--- config.mk ---
export PLATFORM = sky130hd
export DESIGN_NAME = hwwd_top
export DESIGN_NICKNAME = d
export VERILOG_FILES = /design/src/hdl/hwwd_sync.v /design/src/hdl/hwwd_wdt_counter.v /design/src/hdl/hwwd_top.v
export VERILOG_INCLUDE_DIRS = /design/src /design/src/hdl
export SDC_FILE = /design/constraint.sdc
export NUM_CORES = 1
export LEC_CHECK = 0
export ABC_CLOCK_PERIOD_IN_PS = 5400
export BUFFER_PORTS_ARGS = -buffer_cell sky130_fd_sc_hd__buf_2
export CAP_MARGIN = 10
export CORE_MARGIN = 2
export CORE_UTILIZATION = 45
export DETAILED_ROUTE_END_ITERATION = 16
export PLACE_DENSITY = 0.68
export SLEW_MARGIN = 20
export SYNTH_ARGS = -nofsm -noshare
export SYNTH_HDL_FRONTEND = slang
export SYNTH_SLANG_ARGS = --single-unit
--- constraint.sdc ---
create_clock -name clk -period 5.4 [get_ports clk]
set_input_delay 0.54 -clock clk [delete_from_list [all_inputs] [get_ports clk]]
set_output_delay 0.54 -clock clk [all_outputs]
set_load 0.02 [all_outputs]
--- src/hdl/hwwd_defs.vh ---
// Constants for the halt, wake-up and watchdog block
`ifndef HWWD_DEFS_VH
`define HWWD_DEFS_VH
// APB byte offsets
`define HWWD_ADDR_WDCTRL 8'h00
`define HWWD_ADDR_RSTFLAGS 8'h04
`define HWWD_ADDR_SYSCLK 8'h08
`define HWWD_ADDR_STATUS 8'h0C
`define HWWD_ADDR_WAKEEN 8'h10
`define HWWD_ADDR_CORE 8'h14
// Watchdog control fields and reset value
`define HWWD_WDCTRL_RESET 8'h53
`define HWWD_KEY_MSB 7
`define HWWD_KEY_LSB 3
`define HWWD_SEL_MSB 2
`define HWWD_SEL_LSB 0
`define HWWD_KEY_ENABLE 5'h0A
`define HWWD_KEY_DISABLE 5'h15
// Reset flag register bit
`define HWWD_RF_KEY 0
// System clock control bits
`define HWWD_SYSCLK_SUB 0
`define HWWD_SYSCLK_HS 1
// Status register bits
`define HWWD_ST_PWRDN 0
`define HWWD_ST_TMO 1
// Core register bits
`define HWWD_CORE_IEN 0
`define HWWD_CORE_STKFULL 1
// Operating mode codes
`define HWWD_MODE_FAST 3'h0
`define HWWD_MODE_IDLE0 3'h1
`define HWWD_MODE_IDLE1 3'h2
`define HWWD_MODE_IDLE2 3'h3
`define HWWD_MODE_SLEEP 3'h4
// Software reset delay, in ns, and derived clock count at 25 MHz
`define HWWD_SRESET_NS 1000
`define HWWD_CLK_NS 40
`define HWWD_SRESET_CYC ((`HWWD_SRESET_NS + `HWWD_CLK_NS - 1) / `HWWD_CLK_NS)
`endif

--- src/hdl/hwwd_sync.v ---
// Two-stage synchroniser for a bus of asynchronous levels
`timescale 1ns/1ns
`default_nettype none
module hwwd_sync #(
    parameter WIDTH = 8
) (
    input wire clk,
    input wire rst,
    input wire [WIDTH-1:0] asyncIn,
    output reg [WIDTH-1:0] syncOut
);
    reg [WIDTH-1:0] stage1_reg;
    // Only the second stage is visible outside
    always @(posedge clk)
    begin
        if (rst)
        begin
            stage1_reg <= {WIDTH{1'b1}};
            syncOut <= {WIDTH{1'b1}};
        end
        else
        begin
            stage1_reg <= asyncIn;
            syncOut <= stage1_reg;
        end
    end
endmodule // hwwd_sync
`default_nettype wire

--- src/hdl/hwwd_wdt_counter.v ---
// Watchdog counter running on the slow RC tick
`timescale 1ns/1ns
`default_nettype none
`include "hwwd_defs.vh"
module hwwd_wdt_counter #(
    parameter CW = 18
) (
    input wire clk,
    input wire rst,
    input wire tick,
    input wire run,
    input wire clear,
    input wire [2:0] periodSel,
    output reg overflow
);
    reg [CW-1:0] count_reg;
    wire [4:0] expo;

    // Period exponent per select code
    function [4:0] selToExp;
        input [2:0] s;
        begin
            case (s)
                3'h0: selToExp = 5'd8;
                3'h1: selToExp = 5'd10;
                3'h2: selToExp = 5'd12;
                3'h3: selToExp = 5'd14;
                3'h4: selToExp = 5'd15;
                3'h5: selToExp = 5'd16;
                3'h6: selToExp = 5'd17;
                default: selToExp = 5'd18;
            endcase
        end
    endfunction

    assign expo = selToExp(periodSel);

    // Count slow ticks; overflow pulses when the selected count is reached
    always @(posedge clk)
    begin
        overflow <= 1'b0;
        if (rst || clear)
            count_reg <= {CW{1'b0}};
        else if (run && tick)
        begin
            if (count_reg == (({{(CW-1){1'b0}}, 1'b1} << expo) - 1'b1))
            begin
                count_reg <= {CW{1'b0}};
                overflow <= 1'b1;
            end
            else
                count_reg <= count_reg + 1'b1;
        end
    end
endmodule // hwwd_wdt_counter
`default_nettype wire

--- src/hdl/hwwd_top.v ---
// Halt, wake-up and watchdog control with an APB register slave
//
// Local design decisions: register access over APB and the register addresses.
`timescale 1ns/1ns
`default_nettype none
`include "hwwd_defs.vh"
// Summary of operation
// - Halt, hs off sub on: IDLE0
// - Halt, both keep bits: IDLE1
// - Halt, hs on sub off: IDLE2
// - Power-down holds memory, registers, ports
// - Power-down sets powerdown flag, clears timeout
// - Halt clears watchdog; runs only if enabled
// - Wake on port edge, interrupt, overflow
// - Powerdown flag cleared by power-up, clear
// - Overflow asleep: timeout flag, PC/SP reset
// - Per-pin wake enables; resume after halt
// - Disabled or stack-full: resume, stay pending
// - Enabled with free stack: take interrupt
// - Already-pending interrupt never wakes
// - Sleep wake waits for RC stable
// - Slow RC count, period select codes
// - Key enables, disables, else delayed reset
// - Bad key reset sets key flag
// - Key flag cleared only by software or power-up
// - Key resets enabled, period 011
// - Awake overflow: full reset, timeout flag
// - Counter cleared by key, clear, halt
// - Halt, both zero: SLEEP, hs and sub clocks off
module hwwd_top #(
    parameter PORTW = 8
) (
    input wire clk,
    input wire rst,
    input wire psel,
    input wire penable,
    input wire pwrite,
    input wire [7:0] paddr,
    input wire [31:0] pwdata,
    output reg [31:0] prdata,
    output reg pready,
    output reg pslverr,
    input wire haltInstr,
    input wire clearWatchdogInstruction,
    input wire slowRcTick,
    input wire internalRcStableFlag,
    input wire [PORTW-1:0] portAPins,
    input wire intRequest,
    output reg [2:0] opMode,
    output reg hsClockEn,
    output reg subClockEn,
    output reg slowRcEn,
    output reg cpuRun,
    output reg wakeResume,
    output reg wakeTakeInt,
    output reg pcSpReset,
    output reg deviceReset
);
    // ----------------------------------------
    // Operating states
    // ----------------------------------------
    localparam ST_RUN = 2'd0;
    localparam ST_DOWN = 2'd1;
    localparam ST_WAITRC = 2'd2;
    localparam integer SRESET_INT = `HWWD_SRESET_CYC;
    localparam [15:0] SRESET_CYC = SRESET_INT[15:0];

    reg [1:0] state_reg;
    reg [7:0] wdCtrl_reg;
    reg [7:0] rstFlags_reg;
    reg [1:0] sysClockCtrl_reg;
    reg powerdownFlag_reg;
    reg timeoutFlag_reg;
    reg [PORTW-1:0] portaWakeEnable_reg;
    reg intEnable_reg;
    reg stackFull_reg;
    reg [PORTW-1:0] portPrev_reg;
    reg intMasked_reg;
    reg keyResetPend_reg;
    reg [15:0] sresetCnt_reg;
    reg wdClear;
    wire [PORTW-1:0] portSync;
    wire [1:0] ctlSync;
    wire wdOverflow;
    wire [4:0] wdKey;
    wire wdEnabled;
    wire keyBad;
    wire wrAccess;
    wire portWake;
    wire intEdge;

    assign wdKey = wdCtrl_reg[`HWWD_KEY_MSB:`HWWD_KEY_LSB];
    assign wdEnabled = (wdKey == `HWWD_KEY_ENABLE);
    assign keyBad = !wdEnabled && (wdKey != `HWWD_KEY_DISABLE);
    assign wrAccess = psel && penable && pwrite;

    // ----------------------------------------
    // Input synchronisers
    // ----------------------------------------
    hwwd_sync #(.WIDTH(PORTW)) uPortSync (
        .clk(clk),
        .rst(rst),
        .asyncIn(portAPins),
        .syncOut(portSync)
    );

    hwwd_sync #(.WIDTH(2)) uCtlSync (
        .clk(clk),
        .rst(rst),
        .asyncIn({internalRcStableFlag, slowRcTick}),
        .syncOut(ctlSync)
    );

    // ----------------------------------------
    // Watchdog counter
    // ----------------------------------------
    // Clear on key fault, clear instruction or halt
    always @*
    begin
        wdClear = clearWatchdogInstruction || keyBad || (haltInstr && state_reg == ST_RUN);
    end

    // Counts slow RC ticks with selected period
    hwwd_wdt_counter #(.CW(18)) uCounter (
        .clk(clk),
        .rst(rst),
        .tick(ctlSync[0]),
        .run(wdEnabled),
        .clear(wdClear),
        .periodSel(wdCtrl_reg[`HWWD_SEL_MSB:`HWWD_SEL_LSB]),
        .overflow(wdOverflow)
    );

    // Tick arrives as a level from the sync; treat each high cycle as one tick
    // (the slow RC tick is expected as a one-cycle-wide strobe per period).

    // ----------------------------------------
    // Wake sources
    // ----------------------------------------
    // Falling edge on an enabled pin
    assign portWake = |(portPrev_reg & ~portSync & portaWakeEnable_reg);
    // A request already high at halt is masked
    assign intEdge = intRequest && !intMasked_reg;

    always @(posedge clk)
    begin
        if (rst)
        begin
            portPrev_reg <= {PORTW{1'b1}};
        end
        else
        begin
            portPrev_reg <= portSync;
        end
    end

    // ----------------------------------------
    // Power-down sequencer
    // ----------------------------------------
    always @(posedge clk)
    begin
        if (rst)
        begin
            state_reg <= ST_RUN;
            opMode <= `HWWD_MODE_FAST;
            hsClockEn <= 1'b1;
            subClockEn <= 1'b1;
            slowRcEn <= 1'b1;
            cpuRun <= 1'b1;
            wakeResume <= 1'b0;
            wakeTakeInt <= 1'b0;
            pcSpReset <= 1'b0;
            intMasked_reg <= 1'b0;
            powerdownFlag_reg <= 1'b0;
            timeoutFlag_reg <= 1'b0;
        end
        else
        begin
            wakeResume <= 1'b0;
            wakeTakeInt <= 1'b0;
            pcSpReset <= 1'b0;
            if (clearWatchdogInstruction)
                powerdownFlag_reg <= 1'b0;
            case (state_reg)
                ST_RUN:
                begin
                    if (wdOverflow)
                        timeoutFlag_reg <= 1'b1;
                    else if (haltInstr)
                    begin
                        // CPU stops and clocks follow sysClockCtrl_reg; powerdown and timeout flags and interrupt mask update, other registers hold
                        state_reg <= ST_DOWN;
                        cpuRun <= 1'b0;
                        powerdownFlag_reg <= 1'b1;
                        timeoutFlag_reg <= 1'b0;
                        intMasked_reg <= intRequest;
                        // Slow RC runs in sleep only if enabled
                        slowRcEn <= wdEnabled || sysClockCtrl_reg[`HWWD_SYSCLK_SUB];
                        hsClockEn <= sysClockCtrl_reg[`HWWD_SYSCLK_HS];
                        subClockEn <= sysClockCtrl_reg[`HWWD_SYSCLK_SUB];
                        case (sysClockCtrl_reg)
                            2'b01: opMode <= `HWWD_MODE_IDLE0;
                            2'b11: opMode <= `HWWD_MODE_IDLE1;
                            2'b10: opMode <= `HWWD_MODE_IDLE2;
                            default: opMode <= `HWWD_MODE_SLEEP;
                        endcase
                    end
                end
                ST_DOWN:
                begin
                    if (!intRequest)
                        intMasked_reg <= 1'b0;
                    if (wdOverflow || portWake || intEdge)
                    begin
                        hsClockEn <= 1'b1;
                        subClockEn <= 1'b1;
                        slowRcEn <= 1'b1;
                        // Sleep wake waits for RC stable
                        if (opMode == `HWWD_MODE_SLEEP)
                            state_reg <= ST_WAITRC;
                        else
                        begin
                            state_reg <= ST_RUN;
                            opMode <= `HWWD_MODE_FAST;
                            cpuRun <= 1'b1;
                        end
                        // Overflow asleep: flag and PC/SP reset
                        if (wdOverflow)
                        begin
                            timeoutFlag_reg <= 1'b1;
                            pcSpReset <= 1'b1;
                        end
                        // Enabled with free stack services it
                        else if (intEdge && intEnable_reg && !stackFull_reg)
                            wakeTakeInt <= 1'b1;
                        // Otherwise resume; request stays pending at source
                        else
                            wakeResume <= 1'b1;
                    end
                end
                ST_WAITRC:
                begin
                    if (ctlSync[1])
                    begin
                        state_reg <= ST_RUN;
                        opMode <= `HWWD_MODE_FAST;
                        cpuRun <= 1'b1;
                    end
                end
                default: state_reg <= ST_RUN;
            endcase
        end
    end

    // ----------------------------------------
    // Device reset generation
    // ----------------------------------------
    always @(posedge clk)
    begin
        if (rst)
        begin
            keyResetPend_reg <= 1'b0;
            sresetCnt_reg <= 16'h0000;
            deviceReset <= 1'b0;
        end
        else
        begin
            // Awake overflow gives a full reset pulse
            deviceReset <= wdOverflow && state_reg == ST_RUN;
            // Bad key resets after the delay
            if (keyBad && !keyResetPend_reg)
            begin
                keyResetPend_reg <= 1'b1;
                sresetCnt_reg <= 16'h0001; // Detect cycle counts, so delay is exact
            end
            else if (keyResetPend_reg)
            begin
                if (sresetCnt_reg == SRESET_CYC - 16'h0001)
                begin
                    keyResetPend_reg <= 1'b0;
                    deviceReset <= 1'b1;
                end
                else
                    sresetCnt_reg <= sresetCnt_reg + 16'h0001;
            end
        end
    end

    // ----------------------------------------
    // APB registers
    // ----------------------------------------
    always @(posedge clk)
    begin
        if (rst)
        begin
            wdCtrl_reg <= `HWWD_WDCTRL_RESET;
            rstFlags_reg <= 8'h00;
            sysClockCtrl_reg <= 2'b00;
            portaWakeEnable_reg <= {PORTW{1'b0}};
            intEnable_reg <= 1'b0;
            stackFull_reg <= 1'b0;
        end
        else
        begin
            if (wrAccess)
            begin
                case (paddr)
                    `HWWD_ADDR_WDCTRL: wdCtrl_reg <= pwdata[7:0];
                    // Software may only clear the key flag
                    `HWWD_ADDR_RSTFLAGS: rstFlags_reg[`HWWD_RF_KEY] <=
                        rstFlags_reg[`HWWD_RF_KEY] & pwdata[`HWWD_RF_KEY];
                    `HWWD_ADDR_SYSCLK: sysClockCtrl_reg <= pwdata[1:0];
                    `HWWD_ADDR_WAKEEN: portaWakeEnable_reg <= pwdata[PORTW-1:0];
                    `HWWD_ADDR_CORE:
                    begin
                        intEnable_reg <= pwdata[`HWWD_CORE_IEN];
                        stackFull_reg <= pwdata[`HWWD_CORE_STKFULL];
                    end
                    default: ;
                endcase
            end
            // Key reset sets flag; set wins over clear
            if (keyResetPend_reg && sresetCnt_reg == SRESET_CYC - 16'h0001)
                rstFlags_reg[`HWWD_RF_KEY] <= 1'b1;
        end
    end

    // Zero-wait APB answer; unmapped reads return zero with no error
    always @(posedge clk)
    begin
        if (rst)
        begin
            prdata <= 32'h0000_0000;
            pready <= 1'b0;
            pslverr <= 1'b0;
        end
        else
        begin
            pready <= psel && !penable;
            pslverr <= 1'b0;
            prdata <= 32'h0000_0000;
            if (psel && !penable && !pwrite)
            begin
                case (paddr)
                    `HWWD_ADDR_WDCTRL: prdata <= {24'h00_0000, wdCtrl_reg};
                    `HWWD_ADDR_RSTFLAGS: prdata <= {24'h00_0000, rstFlags_reg};
                    `HWWD_ADDR_SYSCLK: prdata <= {30'h0000_0000, sysClockCtrl_reg};
                    `HWWD_ADDR_STATUS: prdata <= {30'h0000_0000, timeoutFlag_reg,
                        powerdownFlag_reg};
                    `HWWD_ADDR_WAKEEN: prdata <= {{(32-PORTW){1'b0}}, portaWakeEnable_reg};
                    `HWWD_ADDR_CORE: prdata <= {30'h0000_0000, stackFull_reg, intEnable_reg};
                    default: prdata <= 32'h0000_0000;
                endcase
            end
        end
    end
endmodule // hwwd_top
`default_nettype wire

==> results.md <==
* Status: finished clean
* Worst r2r path cells at 5
* Insertion delay to the later sink of the worst-skew pair at 0.38 ns
* Post-Syn Instances at 522
* Minimum period implied by the final worst setup slack at 2.336 ns
* Period utilisation layout at 43.25%
* Initial Utilization at 46.29%
* H-tree Lvls at 3
* CTS tree: yes
* Worst setup path endpoint: wdCtrl_reg[4]$_SDFFE_PP1P_
* # hold bufs at CTS at 0
* Routed Antenna Nets at 0
* ANT cells at 0
* Main synth FF type: dfxtp_1
* CTS max path bufs at 2
* First-pass GRT wire length at 15240 um
* Reg2Reg Setup Slack at 3.18 ns
* Distinct cells, synth at 48
* Fillers at 986
* Final setup TNS at 0 ns
* Synth Area in Compound Gates at 4.635%
* Core area at 0.01032 sq mm
* Crit path from: paddr[0]
* Vias in the first global route at 3181
* Clock Tree Root: clkbuf_8
* Area Growth Syn to Fin at 9.872%
* Synth top area share at 46.09%
* Leak Pwr at 2.116 nW
* Adder-Cell Fraction of Synth Area at 2.618%
* FF-to-FF Start: wdCtrl_reg[7]$_SDFFE_PP0P_
* # IOs at 103
* Hold Crit Class: in -> reg
* Final hold violations at 0
* Mux cell area share after synthesis at 8.013%
* Worst-path clk slew at 0.13 ns
* Via density at 5.030
* Relative slew margins at 57.25%
* Final setup viols at 0
* Unrepaired setup endpoints after global routing: no
* CP startpoint kind: input port
* DR pass1 iterations at 5
* VDD IR max at 0.0002106 V
* Crit. End Element: register
* Post-CTS sizing at 0
* Xor/xnor share of the synthesized area at 6.049%
* Syn. warnings at 0
* Post-Synth Simple-Gate Area at 25.61%
* Design area at 0.005250 sq mm
* Synth area leader: dfxtp_1
* Max-cap viol count at 0
* Pin count of the biggest net entering global routing at 56
* Register bit count reported by yosys at 110
* Synth Area per Inst at 9.154 sq um
* PortBufs at 53
* Power per cell area at 276.8 mW/mm^2
* Final Routed Wirelength at 9294 um
* Detail Placement HPWL at 6891 um
* DRC Markers at 0
* Number of flip-flops in the largest register at 18
* Placer Congestion at 0.8575
* Final slew viol count at 0
* WS Path Type: in -> reg
* Share of layout cells above drive strength 1 at 18.36%
* Row count at 37
* Clk sinks at 110
* Iteration-0 DRC count of the detailed router at 174
* Crit-path max FO at 8
* Synth top cells by count: dfxtp_1, nor2_1, mux2i_1, nand2_1, or2_2
* Initial antenna violation count at 0
* Setup bufs post-CTS at 0
* Final #Nets at 635
* Asr flop ratio synth at 0%
* GRT overflow at 0
* Ranking of synthesized cells by area: dfxtp_1, mux2i_1, nor2_1
* Least-Margin Pin Slew at 0.6413 ns
* Critical R2R Capture: uCounter.count_reg[3]$_SDFFE_PP0P_
* Mapped cell area at 0.004778 sq mm
* Die H at 107.0 um
* Share of the yosys chip area belonging to registers at 46.09%
* Die Area at 0.01146 sq mm
* Die width at 107.0 um
* Worst hold margin at 0.3293 ns
* Tot GR Track Use at 16.77%
* Drt wl/cell at 13.13 um
* Final Skew at 0.02340 ns
* Max Clk Rate at 428.2 MHz
* Vias at 3561
* Placed inst area at 0.005045 sq mm
* Largest family of logic cells by synthesized area: simple AND/OR/NAND/NOR gates
* Cts bufs inserted at 9
* Count leader, synth: dfxtp_1
* Crit path required time at 5.65 ns
* Number of flops mapped to enable cells by yosys at 0
* Arrival @ worst endpoint at 2.58 ns
[stage by stage]
step	power (mW)	cells	utilization (%)	setup WS (ns)
final	1.453	708	50.85	3.064
after global routing	1.519	708	50.85	2.867
after CTS	1.469	708	50.85	3.101
after detailed placement	0.9733	692	48.87	2.708
after global placement	0.9714	692	48.87	2.668
after floorplan	0.9512	546	-	3.215
[logic make-up (layout without fill, tap and decap cells)]
group | after synthesis | after routing
AND/OR/NAND/NOR | 238 | 238
AO/OA/AOI/OAI | 32 | 32
flip-flops | 110 | 110
XOR/XNOR | 33 | 33
adder cells (fa/ha/maj) | 10 | 10
buffers and inverters | 61 | 87
other | 1 | 25
multiplexers | 37 | 37
[power by group]
group          leakage (nW)  switching (mW)  internal [mW]  total [mW]
Clock                 0.104           0.311          0.187       0.498
Combinational          1.12          0.0748         0.0421       0.117
Sequential            0.894         0.00835          0.830       0.838
Total                  2.12           0.394           1.06        1.45
[cells in the final DEF, fill, tap and decap left out, types with 2 or more instances in the layout]
| cell type | Yosys | routed |
|---|---|---|
| clkinv_8 | 0 | 2 |
| o21bai_1 | 2 | 2 |
| nand3b_1 | 9 | 9 |
| a21oi_1 | 9 | 9 |
| or3_1 | 2 | 2 |
| o31a_1 | 2 | 2 |
| a311o_1 | 2 | 2 |
| and4_1 | 4 | 4 |
| o21ai_0 | 8 | 8 |
| conb_1 | 1 | 25 |
| inv_1 | 17 | 17 |
| xor2_1 | 13 | 13 |
| xnor2_1 | 20 | 20 |
| or4_1 | 4 | 4 |
| nand3_1 | 26 | 26 |
| buf_2 | 3 | 53 |
| nor3_1 | 14 | 14 |
| inv_6 | 0 | 3 |
| nand2_1 | 32 | 32 |
| ha_1 | 10 | 10 |
| mux2i_1 | 36 | 36 |
| o22ai_1 | 2 | 2 |
| inv_8 | 0 | 2 |
| or2_2 | 29 | 29 |
| nor2_1 | 80 | 80 |
| nand2b_1 | 2 | 2 |
| dfxtp_1 | 110 | 110 |
| nor4bb_1 | 2 | 2 |
| and3_1 | 6 | 6 |
| and2_1 | 2 | 2 |
| nand4_1 | 9 | 9 |
| nor4_1 | 9 | 9 |
| clkbuf_8 | 0 | 9 |
[worst min path at each step]
stage | from | to | slack, ns | cells after the start
after floorplan | uCtlSync.stage1_reg[0]$_SDFF_PP1_ | uCtlSync.syncOut[0]$_SDFF_PP1_ | 0.39 | 1
after global placement | uPortSync.stage1_reg[1]$_SDFF_PP1_ | uPortSync.syncOut[1]$_SDFF_PP1_ | 0.39 | 1
after detailed placement | uPortSync.stage1_reg[5]$_SDFF_PP1_ | uPortSync.syncOut[5]$_SDFF_PP1_ | 0.39 | 1
after CTS | portAPins[5] | uPortSync.stage1_reg[5]$_SDFF_PP1_ | 0.32 | 2
after global routing | portAPins[5] | uPortSync.stage1_reg[5]$_SDFF_PP1_ | 0.31 | 2
final | portAPins[5] | uPortSync.stage1_reg[5]$_SDFF_PP1_ | 0.33 | 2
[area by class of cell]
| cell class | count | area, sq um | area share, % |
|---|---|---|---|
| Multi-Input combinational cell | 375 | 2336 | 44.49 |
| Sequential cell | 110 | 2202 | 41.94 |
| Timing Repair Buffer | 54 | 272.8 | 5.195 |
| Tap cell | 136 | 170.2 | 3.241 |
| Clock buffer | 9 | 123.9 | 2.359 |
| Clock inverter | 7 | 81.33 | 1.549 |
| Inverter | 17 | 63.81 | 1.215 |
[worst max-delay path, stage by stage]
cell and delay [ns]:
buf_2 0.09, or4_4 0.56, nor4_1 0.51, and2_1 0.56, mux2i_1 0.25, nand2_1 0.07
[routing by layer]
metal	vias to the layer above	global-route usage (%)	share of wire, %
li1	1803	-	-
met1	1649	22.67	47
met2	100	26.81	46
met3	9	3.404	5.2
met4	0	5.473	1.1
met5	-	0	0
Power figures use the tool's default switching activity.
